`config.mk`:
```
export PLATFORM = sky130hd
export DESIGN_NAME = serial_port
export DESIGN_NICKNAME = d
export VERILOG_FILES = /design/src/hw/serial_port_pkg.sv /design/src/hw/serial_bit_if.sv /design/src/hw/serial_port.sv /design/src/hw/baud_tick_gen.sv
export SDC_FILE = /design/constraint.sdc
export NUM_CORES = 1
export LEC_CHECK = 0
export ABC_AREA = 1
export BUFFER_PORTS_ARGS = -buffer_cell sky130_fd_sc_hd__buf_2
export CAP_MARGIN = 20
export CORE_MARGIN = 8
export CORE_UTILIZATION = 40
export DETAILED_ROUTE_END_ITERATION = 8
export PLACE_DENSITY = 0.62
export SLEW_MARGIN = 20
export SYNTH_ARGS = -nofsm -noshare
export SYNTH_HDL_FRONTEND = slang
export SYNTH_SLANG_ARGS = --single-unit
```
`constraint.sdc`:
```
create_clock -name CLK_IN -period 24.6 [get_ports CLK_IN]
set_input_delay 3.69 -clock CLK_IN [delete_from_list [all_inputs] [get_ports CLK_IN]]
set_output_delay 3.69 -clock CLK_IN [all_outputs]
set_load 0.05 [all_outputs]
```
`src/hw/serial_port_pkg.sv`:
```
// Purpose: Shared constants and types for the controller serial port
// Assumes: 250 MHz system clock, one clock domain
// Notes:   Baud codes, delimiter codes and station limits live here
`default_nettype none
package serial_port_pkg;
    // ==========================================================
    // Clock and baud
    localparam int unsigned CLK_HZ = 250_000_000;
    localparam int unsigned OVS = 16;
    localparam int unsigned BAUD_W = 3;
    typedef enum logic [2:0] {
        BAUD_2400, BAUD_4800, BAUD_9600, BAUD_19200,
        BAUD_38400, BAUD_57600, BAUD_115200
    } baud_t;
    localparam int unsigned DIV_W = 16;
    // Oversample divisor for a given rate, rounded down
    function automatic logic [DIV_W-1:0] baud_div(input baud_t b);
        int unsigned bps;
        case (b)
            BAUD_2400: bps = 2400;
            BAUD_4800: bps = 4800;
            BAUD_9600: bps = 9600;
            BAUD_19200: bps = 19200;
            BAUD_38400: bps = 38400;
            BAUD_57600: bps = 57600;
            default: bps = 115200;
        endcase
        return DIV_W'(CLK_HZ / (bps * OVS));
    endfunction
    // ==========================================================
    // Character format
    typedef enum logic [1:0] {PAR_NONE, PAR_EVEN, PAR_ODD} parity_t;
    typedef enum logic [1:0] {
        END_CR, END_CRLF, END_NONE, END_ETX
    } end_code_t;
    localparam logic [7:0] CH_STX = 8'h02;
    localparam logic [7:0] CH_ETX = 8'h03;
    localparam logic [7:0] CH_CR = 8'h0D;
    localparam logic [7:0] CH_LF = 8'h0A;
    // ==========================================================
    // Station numbers
    localparam int unsigned STN_W = 7;
    localparam logic [STN_W-1:0] STN_SW_MAX = 7'h1F;
    localparam logic [STN_W-1:0] STN_MULTI_MAX = 7'h63;
    localparam logic [STN_W-1:0] STN_ADAPTER_MAX = 7'h20;
endpackage
`default_nettype wire

```
`src/hw/serial_bit_if.sv`:
```
// Purpose: Bundle between the port core and its baud divider
// Assumes: Single clock
// Notes:   Divider reports one-cycle oversample ticks
`default_nettype none
interface serial_bit_if;
    import serial_port_pkg::*;
    logic [DIV_W-1:0] div;
    logic restart;
    logic tick;
    modport core (output div, output restart, input tick);
    modport gen (input div, input restart, output tick);
endinterface
`default_nettype wire

```
`src/hw/serial_port.sv`:
```
// Purpose: Half-duplex start-stop serial port with delimiters
// Assumes: Inputs synchronous to CLK_IN; far end matches format
// Notes:   Transmit and receive are mutually exclusive
`default_nettype none
// Summary of operation
// - Start-stop framing, half duplex, never both ways
// - Seven selectable rates from 2400 to 115200
// - 7/8 data, none/even/odd parity, 1/2 stops
// - STX and end codes only in general mode
// - Switch zero: station from configuration value
// - Switch nonzero: switch wins, configuration ignored
// - Switch station numbers capped at 31
// - Switch station shared by both ports
// - Token-passing peer mode forces 115200
// - Cassette two-wire port: 19200 or 115200 only
// - Station count limits 99, adapter 32
module serial_port
    import serial_port_pkg::*;
(
    input wire logic CLK_IN,
    input wire logic RST_IN,
    input wire logic [2:0] BAUD_SEL_IN,
    input wire logic DATA8_IN,
    input wire logic [1:0] PARITY_IN,
    input wire logic STOP2_IN,
    input wire logic GENERAL_MODE_IN,
    input wire logic STX_EN_IN,
    input wire logic [1:0] END_CODE_IN,
    input wire logic PEER_MODE_IN,
    input wire logic CASSETTE_IN,
    input wire logic [STN_W-1:0] STN_SWITCH_IN,
    input wire logic [STN_W-1:0] STN_CONFIG_IN,
    input wire logic TX_VALID_IN,
    input wire logic [7:0] TX_DATA_IN,
    input wire logic TX_LAST_IN,
    input wire logic RXD_IN,
    output logic TX_READY_OUT,
    output logic TXD_OUT,
    output logic TX_EN_OUT,
    output logic RX_VALID_OUT,
    output logic [7:0] RX_DATA_OUT,
    output logic RX_PARITY_ERR_OUT,
    output logic RX_FRAME_ERR_OUT,
    output logic [STN_W-1:0] STATION_OUT,
    output logic BUSY_OUT
);
    typedef enum {
        S_IDLE, S_TX_LEAD, S_TX_BODY, S_TX_END1, S_TX_END2,
        S_TX_SHIFT, S_RX_SHIFT
    } state_t;
    state_t state_q, ret_q;
    serial_bit_if bit_bus();
    baud_tick_gen u_tick (
        .clk_in(CLK_IN),
        .rst_in(RST_IN),
        .bus(bit_bus)
    );
    // ==========================================================
    // Baud selection
    // Peer mode overrides, the cassette port has two legal rates and
    // codes up to 38400 fall to 19200 and faster codes to 115200
    baud_t cfg_baud, eff_baud;
    assign cfg_baud = baud_t'(BAUD_SEL_IN);
    always_comb begin
        eff_baud = (cfg_baud > BAUD_115200) ? BAUD_115200 : cfg_baud;
        if (PEER_MODE_IN) begin
            eff_baud = BAUD_115200;
        end else if (CASSETTE_IN) begin
            eff_baud = (cfg_baud > BAUD_38400) ? BAUD_115200
                                               : BAUD_19200;
        end
    end
    logic [BAUD_W-1:0] baud_q;
    assign bit_bus.div = baud_div(baud_t'(baud_q));
    // Divider waits in reload outside a character, so each start bit
    // begins on a fresh tick phase; a free-running phase would cut the
    // start bit by up to one tick
    wire in_char = (state_q == S_TX_SHIFT) || (state_q == S_RX_SHIFT);
    assign bit_bus.restart = !in_char;
    // ==========================================================
    // Station number selection, switch capped at STN_SW_MAX, configuration at STN_MULTI_MAX
    wire sw_used = (STN_SWITCH_IN != '0);
    wire [STN_W-1:0] sw_val = (STN_SWITCH_IN > STN_SW_MAX) ?
        STN_SW_MAX : STN_SWITCH_IN;
    wire [STN_W-1:0] cfg_val = (STN_CONFIG_IN > STN_MULTI_MAX) ?
        STN_MULTI_MAX : STN_CONFIG_IN;
    wire [STN_W-1:0] stn_d = sw_used ? sw_val : cfg_val;
    // ==========================================================
    // Frame geometry from format settings
    wire par_on = (parity_t'(PARITY_IN) == PAR_EVEN) ||
                  (parity_t'(PARITY_IN) == PAR_ODD);
    wire par_odd = (parity_t'(PARITY_IN) == PAR_ODD);
    // Bits after start: data, parity, stop(s)
    wire [3:0] nbits = 4'(DATA8_IN ? 8 : 7) + 4'(par_on) +
                       4'(STOP2_IN ? 2 : 1);
    // Build a shift word LSB first: data, parity, stops
    function automatic logic [11:0] frame(input logic [7:0] ch);
        logic [7:0] d;
        logic p;
        d = DATA8_IN ? ch : {1'b0, ch[6:0]};
        p = ^d ^ par_odd;
        frame = '1;
        if (DATA8_IN) begin
            frame[7:0] = d;
            if (par_on) frame[8] = p;
        end else begin
            frame[6:0] = d[6:0];
            if (par_on) frame[7] = p;
        end
    endfunction
    // ==========================================================
    // Shared shifter for both directions; only one runs at a time
    logic [11:0] sh_q;
    logic [3:0] bit_q;
    logic [3:0] ph_q;
    logic started_q;
    logic txd_q, txen_q, rdy_q;
    logic rxv_q, perr_q, ferr_q;
    logic [7:0] rxd_q;
    logic last_q;
    logic [1:0] endc_q;
    logic [STN_W-1:0] stn_q;
    wire tick = bit_bus.tick;
    wire ph_end = tick && (ph_q == 4'(OVS - 1));
    wire ph_mid = tick && (ph_q == 4'(OVS / 2 - 1));
    wire gen_stx = GENERAL_MODE_IN && STX_EN_IN;
    wire gen_end = GENERAL_MODE_IN &&
                   (end_code_t'(END_CODE_IN) != END_NONE);
    logic [7:0] end1_ch;
    always_comb begin
        case (end_code_t'(endc_q))
            END_ETX: end1_ch = CH_ETX;
            default: end1_ch = CH_CR;
        endcase
    end
    // Received fields split by format
    wire [7:0] rx_char = DATA8_IN ? sh_q[7:0] : {1'b0, sh_q[6:0]};
    wire rx_par = DATA8_IN ? sh_q[8] : sh_q[7];
    wire [3:0] stop_pos = 4'(DATA8_IN ? 8 : 7) + 4'(par_on);
    wire rx_stop_ok = sh_q[stop_pos] &&
                      (!STOP2_IN || sh_q[stop_pos + 4'd1]);
    // ==========================================================
    // Main sequencer
    always_ff @(posedge CLK_IN) begin
        if (RST_IN) begin
            state_q <= S_IDLE;
            ret_q <= S_IDLE;
            sh_q <= '1;
            bit_q <= '0;
            ph_q <= '0;
            started_q <= 1'b0;
            txd_q <= 1'b1;
            txen_q <= 1'b0;
            rdy_q <= 1'b0;
            rxv_q <= 1'b0;
            perr_q <= 1'b0;
            ferr_q <= 1'b0;
            rxd_q <= '0;
            last_q <= 1'b0;
            endc_q <= '0;
            stn_q <= '0;
            baud_q <= BAUD_W'(BAUD_9600);
        end else begin
            rxv_q <= 1'b0;
            rdy_q <= 1'b0;
            stn_q <= stn_d;
            if (state_q == S_IDLE) baud_q <= BAUD_W'(eff_baud);
            if (tick) ph_q <= ph_q + 4'd1;
            case (state_q)
                S_IDLE: begin
                    txen_q <= 1'b0;
                    txd_q <= 1'b1;
                    ph_q <= '0;
                    // Receive takes priority; line is half duplex
                    if (!RXD_IN) begin
                        state_q <= S_RX_SHIFT;
                        started_q <= 1'b0;
                        bit_q <= '0;
                    end else if (TX_VALID_IN) begin
                        endc_q <= END_CODE_IN;
                        state_q <= gen_stx ? S_TX_LEAD : S_TX_BODY;
                    end
                end
                S_TX_LEAD: begin
                    sh_q <= frame(CH_STX);
                    ret_q <= S_TX_BODY;
                    state_q <= S_TX_SHIFT;
                    bit_q <= '0;
                    started_q <= 1'b0;
                    ph_q <= '0;
                end
                S_TX_BODY: begin
                    if (TX_VALID_IN) begin
                        rdy_q <= 1'b1;
                        sh_q <= frame(TX_DATA_IN);
                        last_q <= TX_LAST_IN;
                        ret_q <= (TX_LAST_IN && gen_end) ? S_TX_END1
                                : (TX_LAST_IN ? S_IDLE : S_TX_BODY);
                        state_q <= S_TX_SHIFT;
                        bit_q <= '0;
                        started_q <= 1'b0;
                        ph_q <= '0;
                    end
                end
                S_TX_END1: begin
                    sh_q <= frame(end1_ch);
                    ret_q <= (end_code_t'(endc_q) == END_CRLF) ?
                             S_TX_END2 : S_IDLE;
                    state_q <= S_TX_SHIFT;
                    bit_q <= '0;
                    started_q <= 1'b0;
                    ph_q <= '0;
                end
                S_TX_END2: begin
                    sh_q <= frame(CH_LF);
                    ret_q <= S_IDLE;
                    state_q <= S_TX_SHIFT;
                    bit_q <= '0;
                    started_q <= 1'b0;
                    ph_q <= '0;
                end
                S_TX_SHIFT: begin
                    txen_q <= 1'b1;
                    if (!started_q) begin
                        txd_q <= 1'b0;
                        started_q <= 1'b1;
                    end else if (ph_end) begin
                        if (bit_q == nbits) begin
                            state_q <= ret_q;
                        end else begin
                            txd_q <= sh_q[0];
                            sh_q <= {1'b1, sh_q[11:1]};
                            bit_q <= bit_q + 4'd1;
                        end
                    end
                end
                S_RX_SHIFT: begin
                    if (ph_mid) begin
                        if (!started_q) begin
                            // False start: glitch shorter than half a bit
                            if (RXD_IN) state_q <= S_IDLE;
                            started_q <= 1'b1;
                        end else begin
                            sh_q[bit_q] <= RXD_IN;
                            bit_q <= bit_q + 4'd1;
                            if (bit_q == nbits - 4'd1) begin
                                state_q <= S_IDLE;
                                rxv_q <= 1'b1;
                            end
                        end
                    end
                end
                default: state_q <= S_IDLE;
            endcase
            // Error flags report on the completed character
            if (rxv_q) begin
                rxd_q <= rx_char;
                perr_q <= par_on && (rx_par != (^rx_char ^ par_odd));
                ferr_q <= !rx_stop_ok;
            end
        end
    end
    // Delay valid one cycle so data and flags line up with it
    logic rxv2_q;
    always_ff @(posedge CLK_IN) begin
        if (RST_IN) rxv2_q <= 1'b0;
        else rxv2_q <= rxv_q;
    end
    assign TX_READY_OUT = rdy_q;
    assign TXD_OUT = txd_q;
    assign TX_EN_OUT = txen_q;
    assign RX_VALID_OUT = rxv2_q;
    assign RX_DATA_OUT = rxd_q;
    assign RX_PARITY_ERR_OUT = perr_q;
    assign RX_FRAME_ERR_OUT = ferr_q;
    assign STATION_OUT = stn_q;
    assign BUSY_OUT = (state_q != S_IDLE);
endmodule
`default_nettype wire

```
`src/hw/baud_tick_gen.sv`:
```
// Purpose: Oversample tick divider for the serial port
// Assumes: div is at least one
// Notes:   restart holds the count at reload until a character starts
`default_nettype none
module baud_tick_gen
    import serial_port_pkg::*;
(
    input wire logic clk_in,
    input wire logic rst_in,
    serial_bit_if.gen bus
);
    logic [DIV_W-1:0] cnt_q;
    logic tick_q;
    wire wrap = (cnt_q == '0);
    // ==========================================================
    // Down counter; a tick on each wrap
    always_ff @(posedge clk_in) begin
        if (rst_in) begin
            cnt_q <= '0;
            tick_q <= 1'b0;
        end else if (bus.restart) begin
            // Reload, so the first tick lands one full period after release
            cnt_q <= bus.div - 1'b1;
            tick_q <= 1'b0;
        end else begin
            cnt_q <= wrap ? bus.div - 1'b1 : cnt_q - 1'b1;
            tick_q <= wrap;
        end
    end
    assign bus.tick = tick_q;
endmodule
`default_nettype wire

```
==> impl_results.md <==
* Placed Area at 16200 um2
* Fillers at ~3800
* Iter 0 DRT Violations at 1255
* Number of global-route vias before repair at between 15000 and 20000
* CP arrival at 23.42 ns
* WHS at 0.480 ns
* Final Cycle Share at 94.4%
* Post-route DRC at 0
* Hold Buf Count CTS at 0
* First-pass GRT wire length at about 78000 um
* CTS H-tree depth at 3
* CTS tree: yes
* Type of the tightest min-delay check: register to register
* Skew-Pair Late Insertion Delay at approximately 0.35 ns
* Worst path slowest cell: dfxtp_4
* CP max FO at 10
* Final ANT Viol Nets at 0
* Cts bufs inserted at 9
* Synth Register Bits at 71
* DP Worst Slack at -1.04 ns
* Clk root buf: clkbuf_16
* Final nets at 2793
* Syn avg cell area at 6.26 um2
* Largest cells by area after synthesis: nand2_1 (14%), ha_1 (13%), dfxtp_1 (9.4%)
* Post-synth top area share at ~14%
* Final setup skew at approximately 0.0091 ns
* Initial antenna violation count at 0
* DR pass1 iterations at 5
* Cell Area, Synth at 15000 um2
* Number of synthesized flops with an enable pin at 0
* Worst-path clk slew at 0.07 ns
* Die height at 210 um
* WP data required at ~25 ns
* Final Worst Setup Slack at 1.39 ns
* Fin Setup TNS at 0 ns
* Crit-path max cell delay at a little under 0.4 ns
* Die width at 210 um
* Worst Max-Slew Pin Slew at between 0.7 and 0.8 ns
* Fin. Hold Viols at 0
* Fmax at 0.0431 GHz
* CP Launch Type: register
* Maximum number of pins on one net before global-route repair at 42
* Crit path kind: register to register
* Congestion Overflow GR at 0
* Ys async rst share at 0%
* Clock sink total at 71
* Vias/cell at 5.40
* Port bufs at 61
* Fin area at 18000 um2
* Crit path top cell by count: nand2_1
* Final HPWL DP at 38100 um
* Minimum clock period at approximately 23 ns
* Mapped Cells at 2404
* Sequential cell area fraction in the yosys report at 9.45%
* Total number of vias at 16600
* Initial Util at roughly two fifths
* Top FF cell, synth: dfxtp_1
* Max-slew violations at 0
* IO Pins at 62
* Rel. slew slack at 49.9%
* Ant diodes at 0
* Cell with the most instances after synthesis: nand2_1
* Synth warn at 0
* Layout cell share with drive strength beyond 1 at 22.9%
* Synth-to-layout area growth at 19.5%
* Core Area at 37300 um2
* Total Wirelength at 49600 um
* Area leader, netlist: nand2_1
* RD Place Congestion at 0.902
* Crit. End Element: register
* Global Route Usage Sum at 21.1%
* Run status: completed
* Cell row count at a little over 70
* Final setup violation count at 0
* Longest Clk Path Bufs at 2
* Synth cell count leaders: nand2_1 (544), inv_1 (306), o21ai_0 (198)
* MaxCap Viol Count at 0
* Die ar. at roughly 44000 um2
* Wire per inst at between 15 and 20 um
* Yosys cell types at 75
worst max-delay path, delay by kind of cell, from the launching register on:
kind,cells,cell delay (ns)
buf+inv,23,2.09
fa+ha+maj,14,3.89
flops,1,0.39
simple gates,78,8.24
compound gates,61,8.41
cell type report:
type	instances	area [um2]	area share, %
Timing Repair inverter	2	13.8	0.0765
Clock buffer	9	225	1.25
Inverter	335	1320	7.36
Clock inverter	7	63.8	0.355
Multi-Input combinational cell	1961	12900	71.5
Tap cell	474	593	3.30
Timing Repair Buffer	210	1470	8.16
Sequential cell	71	1430	7.95
per-stage QoR:
step                      util (%)  cells
after floorplan                  -   2408
after global placement        43.5   2979
after detailed placement      43.5   2979
after CTS                     44.8   3006
after global routing          48.2   3069
final                         48.2   3069
cells in the final DEF, fill, tap and decap left out, drive strengths merged, types with 44 or more instances in the layout:
| cell | n |
|---|---|
| xnor2 | 57 |
| nand3 | 195 |
| inv | 332 |
| dfxtp | 71 |
| xor2 | 87 |
| nand2 | 631 |
| buf | 210 |
| o21ai | 217 |
| nor2 | 211 |
| nand4 | 44 |
| ha | 159 |
| a21oi | 161 |
logic make-up (layout without fill, tap and decap cells):
| family | Yosys count | after routing | synth area share (%) |
|---|---|---|---|
| AO/OA/AOI/OAI | 496 | 496 | 19.1 |
| XOR/XNOR | 144 | 144 | 8.51 |
| adder cells (fa/ha/maj) | 163 | 163 | 13.8 |
| buffers and inverters | 381 | 563 | 11.1 |
| flip-flops | 71 | 71 | 9.45 |
| other | 2 | 6 | 0.0499 |
| AND/OR/NAND/NOR | 1147 | 1152 | 38.1 |
layer usage:
| layer | vias to the layer above | GRT usage (%) | wire length (um) |
|---|---|---|---|
| met5 | - | 0 | 0 |
| met2 | 413 | 34.4 | 22900 |
| met1 | 7669 | 28.9 | 23100 |
| met4 | 0 | 6.00 | 1250 |
| li1 | 8417 | - | - |
| met3 | 76 | 2.50 | 2380 |
worst paths after layout:
kind | start | to | slack [ns] | depth (start not counted)
max | baud_q[0]$_SDFFE_PP0P_ | u_tick.cnt_q[12]$_SDFF_PP0_ | 1.39 | 176
min | RX_PARITY_ERR_OUT$_SDFFE_PP0P_ | RX_PARITY_ERR_OUT$_SDFFE_PP0P_ | 0.48 | 2
min reg2reg | RX_PARITY_ERR_OUT$_SDFFE_PP0P_ | RX_PARITY_ERR_OUT$_SDFFE_PP0P_ | 0.48 | 2
max reg2reg | baud_q[0]$_SDFFE_PP0P_ | u_tick.cnt_q[12]$_SDFF_PP0_ | 1.39 | 176
state kept, by name, indices dropped and copies added (netlist names):
| name | cells |
|---|---|
| RX_FRAME_ERR_OUT | 1 |
| RX_PARITY_ERR_OUT | 1 |
| STATION_OUT | 7 |
| TXD_OUT | 1 |
| started_q | 1 |
| state_q | 3 |
| bit_q | 4 |
| TX_READY_OUT | 1 |
| ret_q | 3 |
| sh_q | 12 |
| u_tick.bus.tick | 1 |
| ph_q | 4 |
| RX_DATA_OUT | 8 |
| baud_q | 3 |
| RX_VALID_OUT | 1 |
| rxv_q | 1 |
| TX_EN_OUT | 1 |
| u_tick.cnt_q | 16 |
| endc_q | 2 |
repair_timing:
item | CTS | global route
cloned | 2 | 5
buffers inserted | 9 | 58
resized for setup | 36 | 196
pin swaps | 6 | 114
endpoints found under the setup margin | 12 | 12
Power is not shown: default switching activity piles up to over one toggle a cycle in this logic, so the estimate is an artifact.
